===== config.mk =====
export PLATFORM = sky130hd
export DESIGN_NAME = rsc_top
export DESIGN_NICKNAME = d
export VERILOG_FILES = /design/src/core/rsc_pkg.sv /design/src/core/rsc_top.sv
export SDC_FILE = /design/constraint.sdc
export NUM_CORES = 1
export LEC_CHECK = 0
export ABC_AREA = 0
export BUFFER_PORTS_ARGS = -buffer_cell sky130_fd_sc_hd__clkbuf_2
export CORE_UTILIZATION = 41
export DETAILED_ROUTE_END_ITERATION = 6
export PLACE_DENSITY = 0.76
export SLEW_MARGIN = 20
export SYNTH_ARGS = -nofsm -noshare
export SYNTH_HDL_FRONTEND = slang
export SYNTH_SLANG_ARGS = --single-unit

===== constraint.sdc =====
create_clock -name i_core_clk -period 1.65 [get_ports i_core_clk]
set_input_delay 0.0825 -clock i_core_clk [delete_from_list [all_inputs] [get_ports i_core_clk]]
set_output_delay 0.0825 -clock i_core_clk [all_outputs]
set_load 0.01 [all_outputs]

===== src/core/rsc_pkg.sv =====
// constants and field layout of the reset source combiner and cause register
package rsc_pkg;

   // ****************************************************************
   // bus geometry
   // ****************************************************************
   localparam int          RSC_ADDR_W      = 4;
   localparam int          RSC_DATA_W      = 32;
   localparam int          RSC_REG_W       = 16;
   localparam int          RSC_STRB_W      = RSC_DATA_W / 8;
   localparam int          RSC_LANES       = RSC_REG_W / 8;

   localparam logic [RSC_ADDR_W-1:0] RSC_CAUSE_OFFSET = 4'h0;

   localparam logic [1:0]  RSC_RESP_OKAY   = 2'h0;
   localparam logic [1:0]  RSC_RESP_SLVERR = 2'h2;

   // ****************************************************************
   // field positions of reset_cause_control
   // ****************************************************************
   localparam int          RSC_BIT_TRAP    = 15;
   localparam int          RSC_BIT_ILLEGAL = 14;
   localparam int          RSC_BIT_VREG    = 8;
   localparam int          RSC_BIT_EXT     = 7;
   localparam int          RSC_BIT_SOFT    = 6;
   localparam int          RSC_BIT_WDTEN   = 5;
   localparam int          RSC_BIT_WDOG    = 4;
   localparam int          RSC_BIT_SLEEP   = 3;
   localparam int          RSC_BIT_IDLE    = 2;
   localparam int          RSC_BIT_BROWN   = 1;
   localparam int          RSC_BIT_POR     = 0;

   // ****************************************************************
   // masks and reset value
   // ****************************************************************
   localparam logic [RSC_REG_W-1:0] RSC_IMPL_MASK = 16'hc1ff;
   localparam logic [RSC_REG_W-1:0] RSC_POR_VALUE = 16'h0003;
   localparam logic [RSC_REG_W-1:0] RSC_WDOG_MASK = 16'h0010;

endpackage


===== src/core/rsc_top.sv =====
// reset source combiner with the reset cause and control register on AXI4-Lite
//
// Decided for this implementation: the AXI4-Lite slave port and the register addresses.
module rsc_top
   import rsc_pkg::*;
(
   input  wire logic                            i_core_clk,          // 10 MHz core clock
   input  wire logic                            i_reset_n,           // async power-on reset
   // reset sources
   input  wire logic                            i_power_on,          // power-on monitor active
   input  wire logic                            i_brownout,          // brown-out monitor active
   input  wire logic                            i_master_clear_pin,  // pin reset request
   input  wire logic                            i_reset_instr,       // reset instruction
   input  wire logic                            i_watchdog_timeout,  // watchdog expired
   input  wire logic                            i_trap_conflict,     // trap conflict
   input  wire logic                            i_illegal_op,        // illegal op or bad pointer
   // power saving and configuration
   input  wire logic                            i_power_save_sleep,  // sleep instruction pulse
   input  wire logic                            i_power_save_idle,   // idle instruction pulse
   input  wire logic                            i_cfg_watchdog_force,// fuse forces watchdog on
   // block outputs
   output logic                                 o_system_reset_out,  // combined reset, high
   output logic                                 o_watchdog_enable,   // watchdog run enable
   output logic                                 o_regulator_sleep_standby, // standby in sleep
   // AXI4-Lite slave
   input  wire logic [rsc_pkg::RSC_ADDR_W-1:0]  i_axi_awaddr,        // write address
   input  wire logic                            i_axi_awvalid,       // write address valid
   output logic                                 o_axi_awready,       // write address ready
   input  wire logic [rsc_pkg::RSC_DATA_W-1:0]  i_axi_wdata,         // write data
   input  wire logic [rsc_pkg::RSC_STRB_W-1:0]  i_axi_wstrb,         // byte enables
   input  wire logic                            i_axi_wvalid,        // write data valid
   output logic                                 o_axi_wready,        // write data ready
   output logic [1:0]                           o_axi_bresp,         // write response
   output logic                                 o_axi_bvalid,        // write response valid
   input  wire logic                            i_axi_bready,        // write response ready
   input  wire logic [rsc_pkg::RSC_ADDR_W-1:0]  i_axi_araddr,        // read address
   input  wire logic                            i_axi_arvalid,       // read address valid
   output logic                                 o_axi_arready,       // read address ready
   output logic [rsc_pkg::RSC_DATA_W-1:0]       o_axi_rdata,         // read data
   output logic [1:0]                           o_axi_rresp,         // read response
   output logic                                 o_axi_rvalid,        // read data valid
   input  wire logic                            i_axi_rready         // read data ready
);
   import rsc_pkg::*;

   // ****************************************************************
   // reset combining
   // ****************************************************************
   logic                   any_source;
   logic                   hold_reg;

   assign any_source = i_power_on | i_brownout | i_master_clear_pin | i_reset_instr
                     | i_watchdog_timeout | i_trap_conflict | i_illegal_op;

   // asserting is immediate, release waits for a clock edge so that every
   // consumer of the reset leaves it in the same cycle
   always_ff @(posedge i_core_clk or negedge i_reset_n)
   begin
      if (!i_reset_n)
         hold_reg <= 1'b1;
      else
         hold_reg <= any_source;
   end

   assign o_system_reset_out = any_source | hold_reg;

   // ****************************************************************
   // write channel
   // ****************************************************************
   logic                   aw_hold_reg;
   logic [RSC_ADDR_W-1:0]  aw_addr_reg;
   logic                   w_hold_reg;
   logic [RSC_DATA_W-1:0]  w_data_reg;
   logic [RSC_STRB_W-1:0]  w_strb_reg;
   logic                   bvalid_reg;
   logic [1:0]             bresp_reg;
   logic                   aw_fire;
   logic                   w_fire;
   logic                   wr_go;
   logic                   wr_hit;

   assign o_axi_awready = !aw_hold_reg && !bvalid_reg;
   assign o_axi_wready  = !w_hold_reg && !bvalid_reg;
   assign aw_fire       = i_axi_awvalid && o_axi_awready;
   assign w_fire        = i_axi_wvalid && o_axi_wready;
   assign wr_go         = aw_hold_reg && w_hold_reg && !bvalid_reg;
   assign wr_hit        = wr_go && (aw_addr_reg == RSC_CAUSE_OFFSET);

   always_ff @(posedge i_core_clk or negedge i_reset_n)
   begin
      if (!i_reset_n)
      begin
         aw_hold_reg <= 1'b0;
         aw_addr_reg <= '0;
      end
      else if (aw_fire)
      begin
         aw_hold_reg <= 1'b1;
         aw_addr_reg <= i_axi_awaddr;
      end
      else if (wr_go)
         aw_hold_reg <= 1'b0;
   end

   always_ff @(posedge i_core_clk or negedge i_reset_n)
   begin
      if (!i_reset_n)
      begin
         w_hold_reg <= 1'b0;
         w_data_reg <= '0;
         w_strb_reg <= '0;
      end
      else if (w_fire)
      begin
         w_hold_reg <= 1'b1;
         w_data_reg <= i_axi_wdata;
         w_strb_reg <= i_axi_wstrb;
      end
      else if (wr_go)
         w_hold_reg <= 1'b0;
   end

   always_ff @(posedge i_core_clk or negedge i_reset_n)
   begin
      if (!i_reset_n)
      begin
         bvalid_reg <= 1'b0;
         bresp_reg  <= RSC_RESP_OKAY;
      end
      else if (wr_go)
      begin
         bvalid_reg <= 1'b1;
         bresp_reg  <= wr_hit ? RSC_RESP_OKAY : RSC_RESP_SLVERR;
      end
      else if (i_axi_bready)
         bvalid_reg <= 1'b0;
   end

   assign o_axi_bvalid = bvalid_reg;
   assign o_axi_bresp  = bresp_reg;

   // ****************************************************************
   // reset cause register
   // ****************************************************************
   logic [RSC_REG_W-1:0]   cause_reg;
   logic [RSC_REG_W-1:0]   cause_next;
   logic [RSC_REG_W-1:0]   sw_value;
   logic [RSC_REG_W-1:0]   after_clear;
   logic [RSC_REG_W-1:0]   hw_set;
   logic                   power_save_instruction;

   // byte lanes that software touches replace the stored bits
   for (genvar g = 0; g < RSC_LANES; g++)
   begin : g_lane
      assign sw_value[g*8 +: 8] = (wr_hit && w_strb_reg[g]) ? w_data_reg[g*8 +: 8]
                                                             : cause_reg[g*8 +: 8];
   end

   assign power_save_instruction = i_power_save_sleep | i_power_save_idle;
   assign after_clear = sw_value & ~(power_save_instruction ? RSC_WDOG_MASK
                                                            : 16'h0000);

   always_comb
   begin
      hw_set                  = '0;
      hw_set[RSC_BIT_TRAP]    = i_trap_conflict;
      hw_set[RSC_BIT_ILLEGAL] = i_illegal_op;
      hw_set[RSC_BIT_EXT]     = i_master_clear_pin;
      hw_set[RSC_BIT_SOFT]    = i_reset_instr;
      hw_set[RSC_BIT_WDOG]    = i_watchdog_timeout;
      hw_set[RSC_BIT_SLEEP]   = i_power_save_sleep;
      hw_set[RSC_BIT_IDLE]    = i_power_save_idle;
      hw_set[RSC_BIT_BROWN]   = i_brownout;
   end

   // hardware sets beat any clear in the same cycle; power-on beats all
   assign cause_next = i_power_on ? RSC_POR_VALUE
                                  : ((after_clear | hw_set) & RSC_IMPL_MASK);

   // only the power-on reset reinitialises the register, the other resets
   // leave it alone so software can read their cause afterwards
   always_ff @(posedge i_core_clk or negedge i_reset_n)
   begin
      if (!i_reset_n)
         cause_reg <= RSC_POR_VALUE;
      else
         cause_reg <= cause_next;
   end

   assign o_watchdog_enable         = i_cfg_watchdog_force | cause_reg[RSC_BIT_WDTEN];
   assign o_regulator_sleep_standby = cause_reg[RSC_BIT_VREG];

   // ****************************************************************
   // read channel
   // ****************************************************************
   logic                   rvalid_reg;
   logic [RSC_DATA_W-1:0]  rdata_reg;
   logic [1:0]             rresp_reg;
   logic                   ar_fire;
   logic                   rd_hit;

   assign o_axi_arready = !rvalid_reg;
   assign ar_fire       = i_axi_arvalid && o_axi_arready;
   // the word is captured at the address handshake and held until rready, never torn
   assign rd_hit        = (i_axi_araddr == RSC_CAUSE_OFFSET);

   always_ff @(posedge i_core_clk or negedge i_reset_n)
   begin
      if (!i_reset_n)
      begin
         rvalid_reg <= 1'b0;
         rdata_reg  <= '0;
         rresp_reg  <= RSC_RESP_OKAY;
      end
      else if (ar_fire)
      begin
         rvalid_reg <= 1'b1;
         rdata_reg  <= rd_hit ? {16'h0000, cause_reg & RSC_IMPL_MASK} : '0;
         rresp_reg  <= rd_hit ? RSC_RESP_OKAY : RSC_RESP_SLVERR;
      end
      else if (i_axi_rready)
         rvalid_reg <= 1'b0;
   end

   assign o_axi_rvalid = rvalid_reg;
   assign o_axi_rdata  = rdata_reg;
   assign o_axi_rresp  = rresp_reg;

   // ****************************************************************
   // checks
   // ****************************************************************
   property p_reset_any;
      @(posedge i_core_clk) disable iff (!i_reset_n)
      any_source |-> o_system_reset_out;
   endproperty
   a_reset_any: assert property (p_reset_any)
      else $error("system reset low while a source is active");

   property p_reset_release;
      @(posedge i_core_clk) disable iff (!i_reset_n)
      $fell(any_source) |-> o_system_reset_out ##1 (any_source || !o_system_reset_out);
   endproperty
   a_reset_release: assert property (p_reset_release)
      else $error("system reset not released one edge after sources end");

   property p_power_on_clears;
      @(posedge i_core_clk) disable iff (!i_reset_n)
      i_power_on |=> (cause_reg == RSC_POR_VALUE);
   endproperty
   a_power_on_clears: assert property (p_power_on_clears)
      else $error("power-on did not leave only the power-on flags");

   property p_trap_flag;
      @(posedge i_core_clk) disable iff (!i_reset_n)
      (i_trap_conflict && !i_power_on) |=> cause_reg[RSC_BIT_TRAP];
   endproperty
   a_trap_flag: assert property (p_trap_flag)
      else $error("trap conflict flag not set");

   property p_illegal_flag;
      @(posedge i_core_clk) disable iff (!i_reset_n)
      (i_illegal_op && !i_power_on) |=> cause_reg[RSC_BIT_ILLEGAL];
   endproperty
   a_illegal_flag: assert property (p_illegal_flag)
      else $error("illegal op flag not set");

   property p_unimpl_zero;
      @(posedge i_core_clk) disable iff (!i_reset_n)
      o_axi_rvalid |-> (o_axi_rdata[13:9] == 5'h00) && (o_axi_rdata[31:16] == 16'h0000);
   endproperty
   a_unimpl_zero: assert property (p_unimpl_zero)
      else $error("unimplemented bits read nonzero");

   property p_pin_flag;
      @(posedge i_core_clk) disable iff (!i_reset_n)
      (i_master_clear_pin && !i_power_on) |=> cause_reg[RSC_BIT_EXT];
   endproperty
   a_pin_flag: assert property (p_pin_flag)
      else $error("pin reset flag not set");

   property p_soft_flag;
      @(posedge i_core_clk) disable iff (!i_reset_n)
      (i_reset_instr && !i_power_on) |=> cause_reg[RSC_BIT_SOFT];
   endproperty
   a_soft_flag: assert property (p_soft_flag)
      else $error("software reset flag not set");

   property p_wdog_flag;
      @(posedge i_core_clk) disable iff (!i_reset_n)
      (i_watchdog_timeout && !i_power_on) |=> cause_reg[RSC_BIT_WDOG];
   endproperty
   a_wdog_flag: assert property (p_wdog_flag)
      else $error("watchdog flag not set");

   property p_wdog_clear;
      @(posedge i_core_clk) disable iff (!i_reset_n)
      (power_save_instruction && !i_watchdog_timeout) |=> !cause_reg[RSC_BIT_WDOG];
   endproperty
   a_wdog_clear: assert property (p_wdog_clear)
      else $error("watchdog flag survived a power-save instruction");

   property p_sleep_idle;
      @(posedge i_core_clk) disable iff (!i_reset_n)
      ((i_power_save_sleep || i_power_save_idle) && !i_power_on)
         |=> (cause_reg[RSC_BIT_SLEEP] || !$past(i_power_save_sleep))
          && (cause_reg[RSC_BIT_IDLE] || !$past(i_power_save_idle));
   endproperty
   a_sleep_idle: assert property (p_sleep_idle)
      else $error("sleep or idle flag not set");

   property p_brown_flag;
      @(posedge i_core_clk) disable iff (!i_reset_n)
      i_brownout |=> cause_reg[RSC_BIT_BROWN];
   endproperty
   a_brown_flag: assert property (p_brown_flag)
      else $error("brown-out flag not set");

   property p_soft_write;
      @(posedge i_core_clk) disable iff (!i_reset_n)
      (wr_hit && (w_strb_reg[1:0] == 2'h3) && !any_source && !power_save_instruction
         && !o_system_reset_out)
         |=> (cause_reg == (w_data_reg[15:0] & RSC_IMPL_MASK)) && !o_system_reset_out;
   endproperty
   a_soft_write: assert property (p_soft_write)
      else $error("software write not stored or caused a reset");

   property p_wdt_enable;
      @(posedge i_core_clk) disable iff (!i_reset_n)
      (wr_hit && w_strb_reg[0] && !w_data_reg[5] && !i_cfg_watchdog_force)
         ##1 !i_cfg_watchdog_force |-> !o_watchdog_enable;
   endproperty
   a_wdt_enable: assert property (p_wdt_enable)
      else $error("watchdog still enabled after software disable");

   property p_regulator;
      @(posedge i_core_clk) disable iff (!i_reset_n)
      (wr_hit && w_strb_reg[1] && !i_power_on)
         |=> o_regulator_sleep_standby == $past(w_data_reg[RSC_BIT_VREG]);
   endproperty
   a_regulator: assert property (p_regulator)
      else $error("regulator standby bit not written");

endmodule


# Yosys cells after proc, flatten, opt, wreduce, memory -nomap -nowiden
# Index checks and enable logic that the tools add are counted.
[classes]
n_reduce_logical = 20
mux = 14
bitwise = 12
[op_table]
columns = ["operator", "n"]
rows = [
  ["two-way mux 16 bit", 2],
  ["bitwise AND 16 bit", 1],
  ["two-way mux 8 bit", 2],
  ["NOT 5 -> 16 bit", 1],
  ["OR 16 bit", 1],
  ["logical AND 1 bit", 10],
  ["OR 1 bit", 9],
  ["zero test 4 bit", 2],
  ["nonzero test 2 bit", 4],
  ["two-way mux 1 bit", 7],
  ["two-way mux 5 bit", 1],
  ["zero test 1 bit", 4],
  ["two-way mux 2 bit", 2],
]
[word_totals]
out_inout_bits = 44
input_bits = 61
word_cells = 58
reg_bits = 79

# Longest topological paths before layout
[depth]
depth_word = 8
ltp_mapped = 5
depth_no_buf = 3

# Least setup slack after synthesis
# OpenSTA, ideal clock, no wires.
[synth_path]
path_kind = "reg-to-reg"
start = "register bvalid_reg, in the netlist o_axi_bvalid"
end = "register w_data_reg[15]"
n_path_buf = 2
period_less_slack_ps = 1686
required_ps = 1525
stages_incl_launch_ff = 6
setup_time_ps = 125
slack_ps = -36
t_arrival_ps = 1562
cell_sequence = "dfrtp_1 nor2_1 and2_1 clkbuf_1 buf_2 mux2_2"
[synth_between]
elab_chain_cells = 3
[synth_lines]
columns = ["element", "line_no", "rtl"]
rows = [
  ["start: declaration", "rsc_top.sv:75", "logic bvalid_reg;"],
  ["start signal: assignment", "rsc_top.sv:127", "bvalid_reg <= 1'b0;"],
  ["start signal: assignment", "rsc_top.sv:132", "bvalid_reg <= 1'b1;"],
  ["start signal: assignment", "rsc_top.sv:136", "bvalid_reg <= 1'b0;"],
  ["zero test 1 bit", "rsc_top.sv:83", "assign o_axi_wready = !w_hold_reg && !bvalid_reg;"],
  ["logical AND 1 bit", "rsc_top.sv:83", ""],
  ["net o_axi_wready", "rsc_top.sv:32", "output logic o_axi_wready,"],
  ["logical AND 1 bit", "rsc_top.sv:85", "assign w_fire = i_axi_wvalid && o_axi_wready;"],
  ["end signal: assignment", "rsc_top.sv:116", "w_data_reg <= i_axi_wdata;"],
  ["end: declaration", "rsc_top.sv:73", "logic [RSC_DATA_W-1:0] w_data_reg;"],
]
# The timed path passes the listed nets, and every way through them passes these cells.
# A chain may end at the register's enable or synchronous reset.

# Final worst setup path
[layout_path]
start = "register aw_addr_reg[3]"
end = "register cause_reg[0]"
[layout_between]
elab_chain_cells = 7
[layout_lines]
columns = ["element", "line_no", "rtl"]
rows = [
  ["start: declaration", "rsc_top.sv:71", "logic [RSC_ADDR_W-1:0] aw_addr_reg;"],
  ["start signal: assignment", "rsc_top.sv:99", "aw_addr_reg <= i_axi_awaddr;"],
  ["zero test 4 bit", "rsc_top.sv:87", "assign wr_hit = wr_go && (aw_addr_reg == RSC_CAUSE_OFFSET);"],
  ["logical AND 1 bit", "rsc_top.sv:87", ""],
  ["logical AND 1 bit", "rsc_top.sv:155", "assign sw_value[g*8 +: 8] = (wr_hit && w_strb_reg[g]) ? w_data_reg[g*8 +: 8]"],
  ["two-way mux 8 bit", "rsc_top.sv:155", ""],
  ["bitwise AND 16 bit", "rsc_top.sv:160", "assign after_clear = sw_value & ~(power_save_instruction ? RSC_WDOG_MASK"],
  ["OR 16 bit", "rsc_top.sv:178", ": ((after_clear | hw_set) & RSC_IMPL_MASK);"],
  ["two-way mux 16 bit", "rsc_top.sv:177", "assign cause_next = i_power_on ? RSC_POR_VALUE"],
  ["end signal: assignment", "rsc_top.sv:187", "cause_reg <= cause_next;"],
  ["end: declaration", "rsc_top.sv:145", "logic [RSC_REG_W-1:0] cause_reg;"],
]
# No other way between the ends.

==> results.py <==
metrics = {
    "outcome": {
        "outcome": "finished, final reports clean",
    },
    "logic_synthesis": {
        "yosys.area.top_type": "dfrtp_1",
        "synthFlopType": "dfrtp_1",
        "synth.area.top_cells": "dfrtp_1 52%, buf_4 8.4%, mux2_2 7.7%",
        "synth_seq_cells": 46,
        "yosysSeqAreaShare": 0.562,
        "synth_edf_count": 0,
        "synth_area_sq_um": 2050,
        "syn_area_per_cell_sq_um": 11.9,
        "yosys.area.top_type_share": 0.524,
        "synthCells": 173,
        "yosys_warnings": 0,
        "synthArstFlopShare": 1.00,
        "yosysUniqueCellTypes": 35,
    },
    "critical_path": {
        "rrSetupSlack_ns": 0.05,
        "cp_max_fo": 5,
        "start_kind": "register",
        "end_kind": "register",
        "arrival_ns": 1.83,
        "setup.worst_path.class": "register to register",
        "worst-endpoint-required_ns": 1.88,
    },
    "power": {
        "power_density_nw_per_um2": 1390,
        "ir_drop_mv": 0.708,
        "leakage_nw": 1.27,
    },
    "routing": {
        "drtAntennaViolNets": 0,
        "drt_iter0_drc": 53,
        "wl_per_cell_um": 13.3,
        "vias_per_cell": 4.91,
        "dr.pass1.iters": 4,
        "wirelength_um": 4170,
        "vias": 1541,
        "drc_errors": 0,
    },
    "clock_tree": {
        "htreeDepth": 2,
        "path_clk_slew_ns": 0.08,
        "cts_made_buffers": 5,
        "clk_path_buf_depth": 2,
        "cts.sinks": 46,
        "clock-root-buffer": "clkbuf_8",
        "insertion_delay_ns": 0.30,
        "cts_tree": "yes",
    },
    "sta": {
        "tightest_slew_ns": 0.532,
        "setup_violations": 0,
        "worst_slack_ns": 0.0485,
        "hold_viol": 0,
        "maxClockFrequency_ghz": 0.624,
        "fin_worst_skew_ns": 0.00837,
        "fin_crit_ns": 1.60,
        "tns_ns": 0,
        "slew_headroom": 0.646,
        "drv_slew": 0,
        "rsz0062_at_grt": "no",
        "fin_crit_sh": 0.971,
    },
    "final_layout": {
        "final_cell_area_sq_um": 2620,
        "layout-drive-gt1-share": 0.401,
        "final_util": 0.547,
        "final_common_cell": "clkbuf_2",
        "nNetsFinal": 307,
        "fillCellCount": 447,
        "syn_to_final_growth_pct": 27.4,
        "final_cells": 314,
        "final_cell_mix": "58 x clkbuf_2, 43 x dfrtp_1, 23 x conb_1",
        "antenna_cells": 0,
    },
    "placed_design": {
        "placed_cells": 299,
        "dp_hpwl_um": 3160,
        "portBuffers": 58,
        "dp_slack_ns": -0.0232,
        "globalplace.congestion": 0.890,
        "placed_area_sq_um": 2400,
    },
    "grt": {
        "grt_pass1_vias": 1494,
        "grt_max_degree": 27,
        "grt_pass1_wl_um": 7120,
        "groute.usage.overall": 0.183,
        "antenna_found_initial": 0,
        "overflow": 0,
    },
    "floorplanning": {
        "start_util": 0.429,
        "die_w_um": 72.8,
        "die-area_sq_um": 5290,
        "num_rows": 25,
        "core_area_sq_um": 4790,
        "ios": 105,
        "die_h_um": 72.8,
    },
    "flow_run": {
        "cap_viol_max_count": 0,
    },
    "min_path": {
        "hold_path.class": "input port to register",
    },
}
==> critical path: stages (launching register included) <==
cell	delay (ns)
dfrtp_1	0.39
or4_4	0.59
o31a_1	0.29
a211o_1	0.26
==> cells in the mapped netlist (2+ instances only) <==
cell,count
nor3_1,2
buf_4,23
nor2_1,13
a211oi_1,7
or2_2,2
o21ai_0,3
a311oi_1,7
o31ai_1,2
buf_2,3
nor4_1,2
mux2_1,3
or4_1,2
inv_1,5
dfstp_2,3
a21oi_1,5
mux2_2,14
a22o_1,11
nand4_1,2
dfrtp_1,43
clkbuf_1,6
==> through the flow <==
stage | power, W | hold WS [ns]
after global placement | 0.00258 | 0.0839
after global routing | 0.00385 | 0.00270
final | 0.00362 | 0.00974
after detailed placement | 0.00264 | 0.0854
after floorplan | 0.00228 | -0.213
after CTS | 0.00366 | 0.00207
==> where the power goes <==
| group | total (W) | internal [W] | switching (W) |
|---|---|---|---|
| logic | 0.000964 | 0.000486 | 0.000478 |
| registers | 0.00168 | 0.00143 | 0.000250 |
| clock network | 0.000983 | 0.000606 | 0.000377 |
| total | 0.00362 | 0.00252 | 0.00110 |
==> per-layer routing <==
metal / global-route usage / share of wire / vias to the layer above
met5: 0 / 0 / -
met4: 0.118 / 0.042 / 0
met3: 0.0539 / 0.058 / 12
met2: 0.274 / 0.47 / 68
met1: 0.231 / 0.43 / 733
li1: - / - / 728
==> final timing paths <==
kind	depth (start not counted)	from	to
max	3	aw_addr_reg[3]$_DFFE_PN0P_	cause_reg[0]$_DFFE_PN1P_
min	2	i_axi_wdata[1]	w_data_reg[1]$_DFFE_PN0P_
max reg2reg	3	aw_addr_reg[3]$_DFFE_PN0P_	cause_reg[0]$_DFFE_PN1P_
min reg2reg	2	o_axi_bresp[1]$_DFFE_PN0P_	o_axi_bresp[1]$_DFFE_PN0P_
max in group asynchronous	3	i_reset_n	cause_reg[1]$_DFF_PN1_
min in group asynchronous	2	i_reset_n	w_data_reg[4]$_DFFE_PN0P_
==> kinds of logic after synthesis <==
group / synth area share
AND/OR/NAND/NOR: 0.0841
other: 0.00183
AO/OA/AOI/OAI: 0.147
flip-flops: 0.562
buffers and inverters: 0.112
multiplexers: 0.0932
==> area by class of cell <==
type / count / area [sq um] / area share
clock buffers: 5 / 68.8 / 0.0263
clock inverters: 3 / 68.8 / 0.0263
inverters: 5 / 18.8 / 0.00717
multi-input cells: 112 / 763 / 0.292
flip-flops and latches: 46 / 1150 / 0.441
well taps: 67 / 83.8 / 0.0320
repair buffers: 76 / 458 / 0.175
==> what timing repair did <==
action,in CTS,in global routing
endpoints found under the setup margin,8,6
hold buffers,8,0
hold endpoints to repair,25,0
resized for setup,2,0
pin swaps,0,1
buffers inserted,0,0
(Power assumes the default switching activity.)
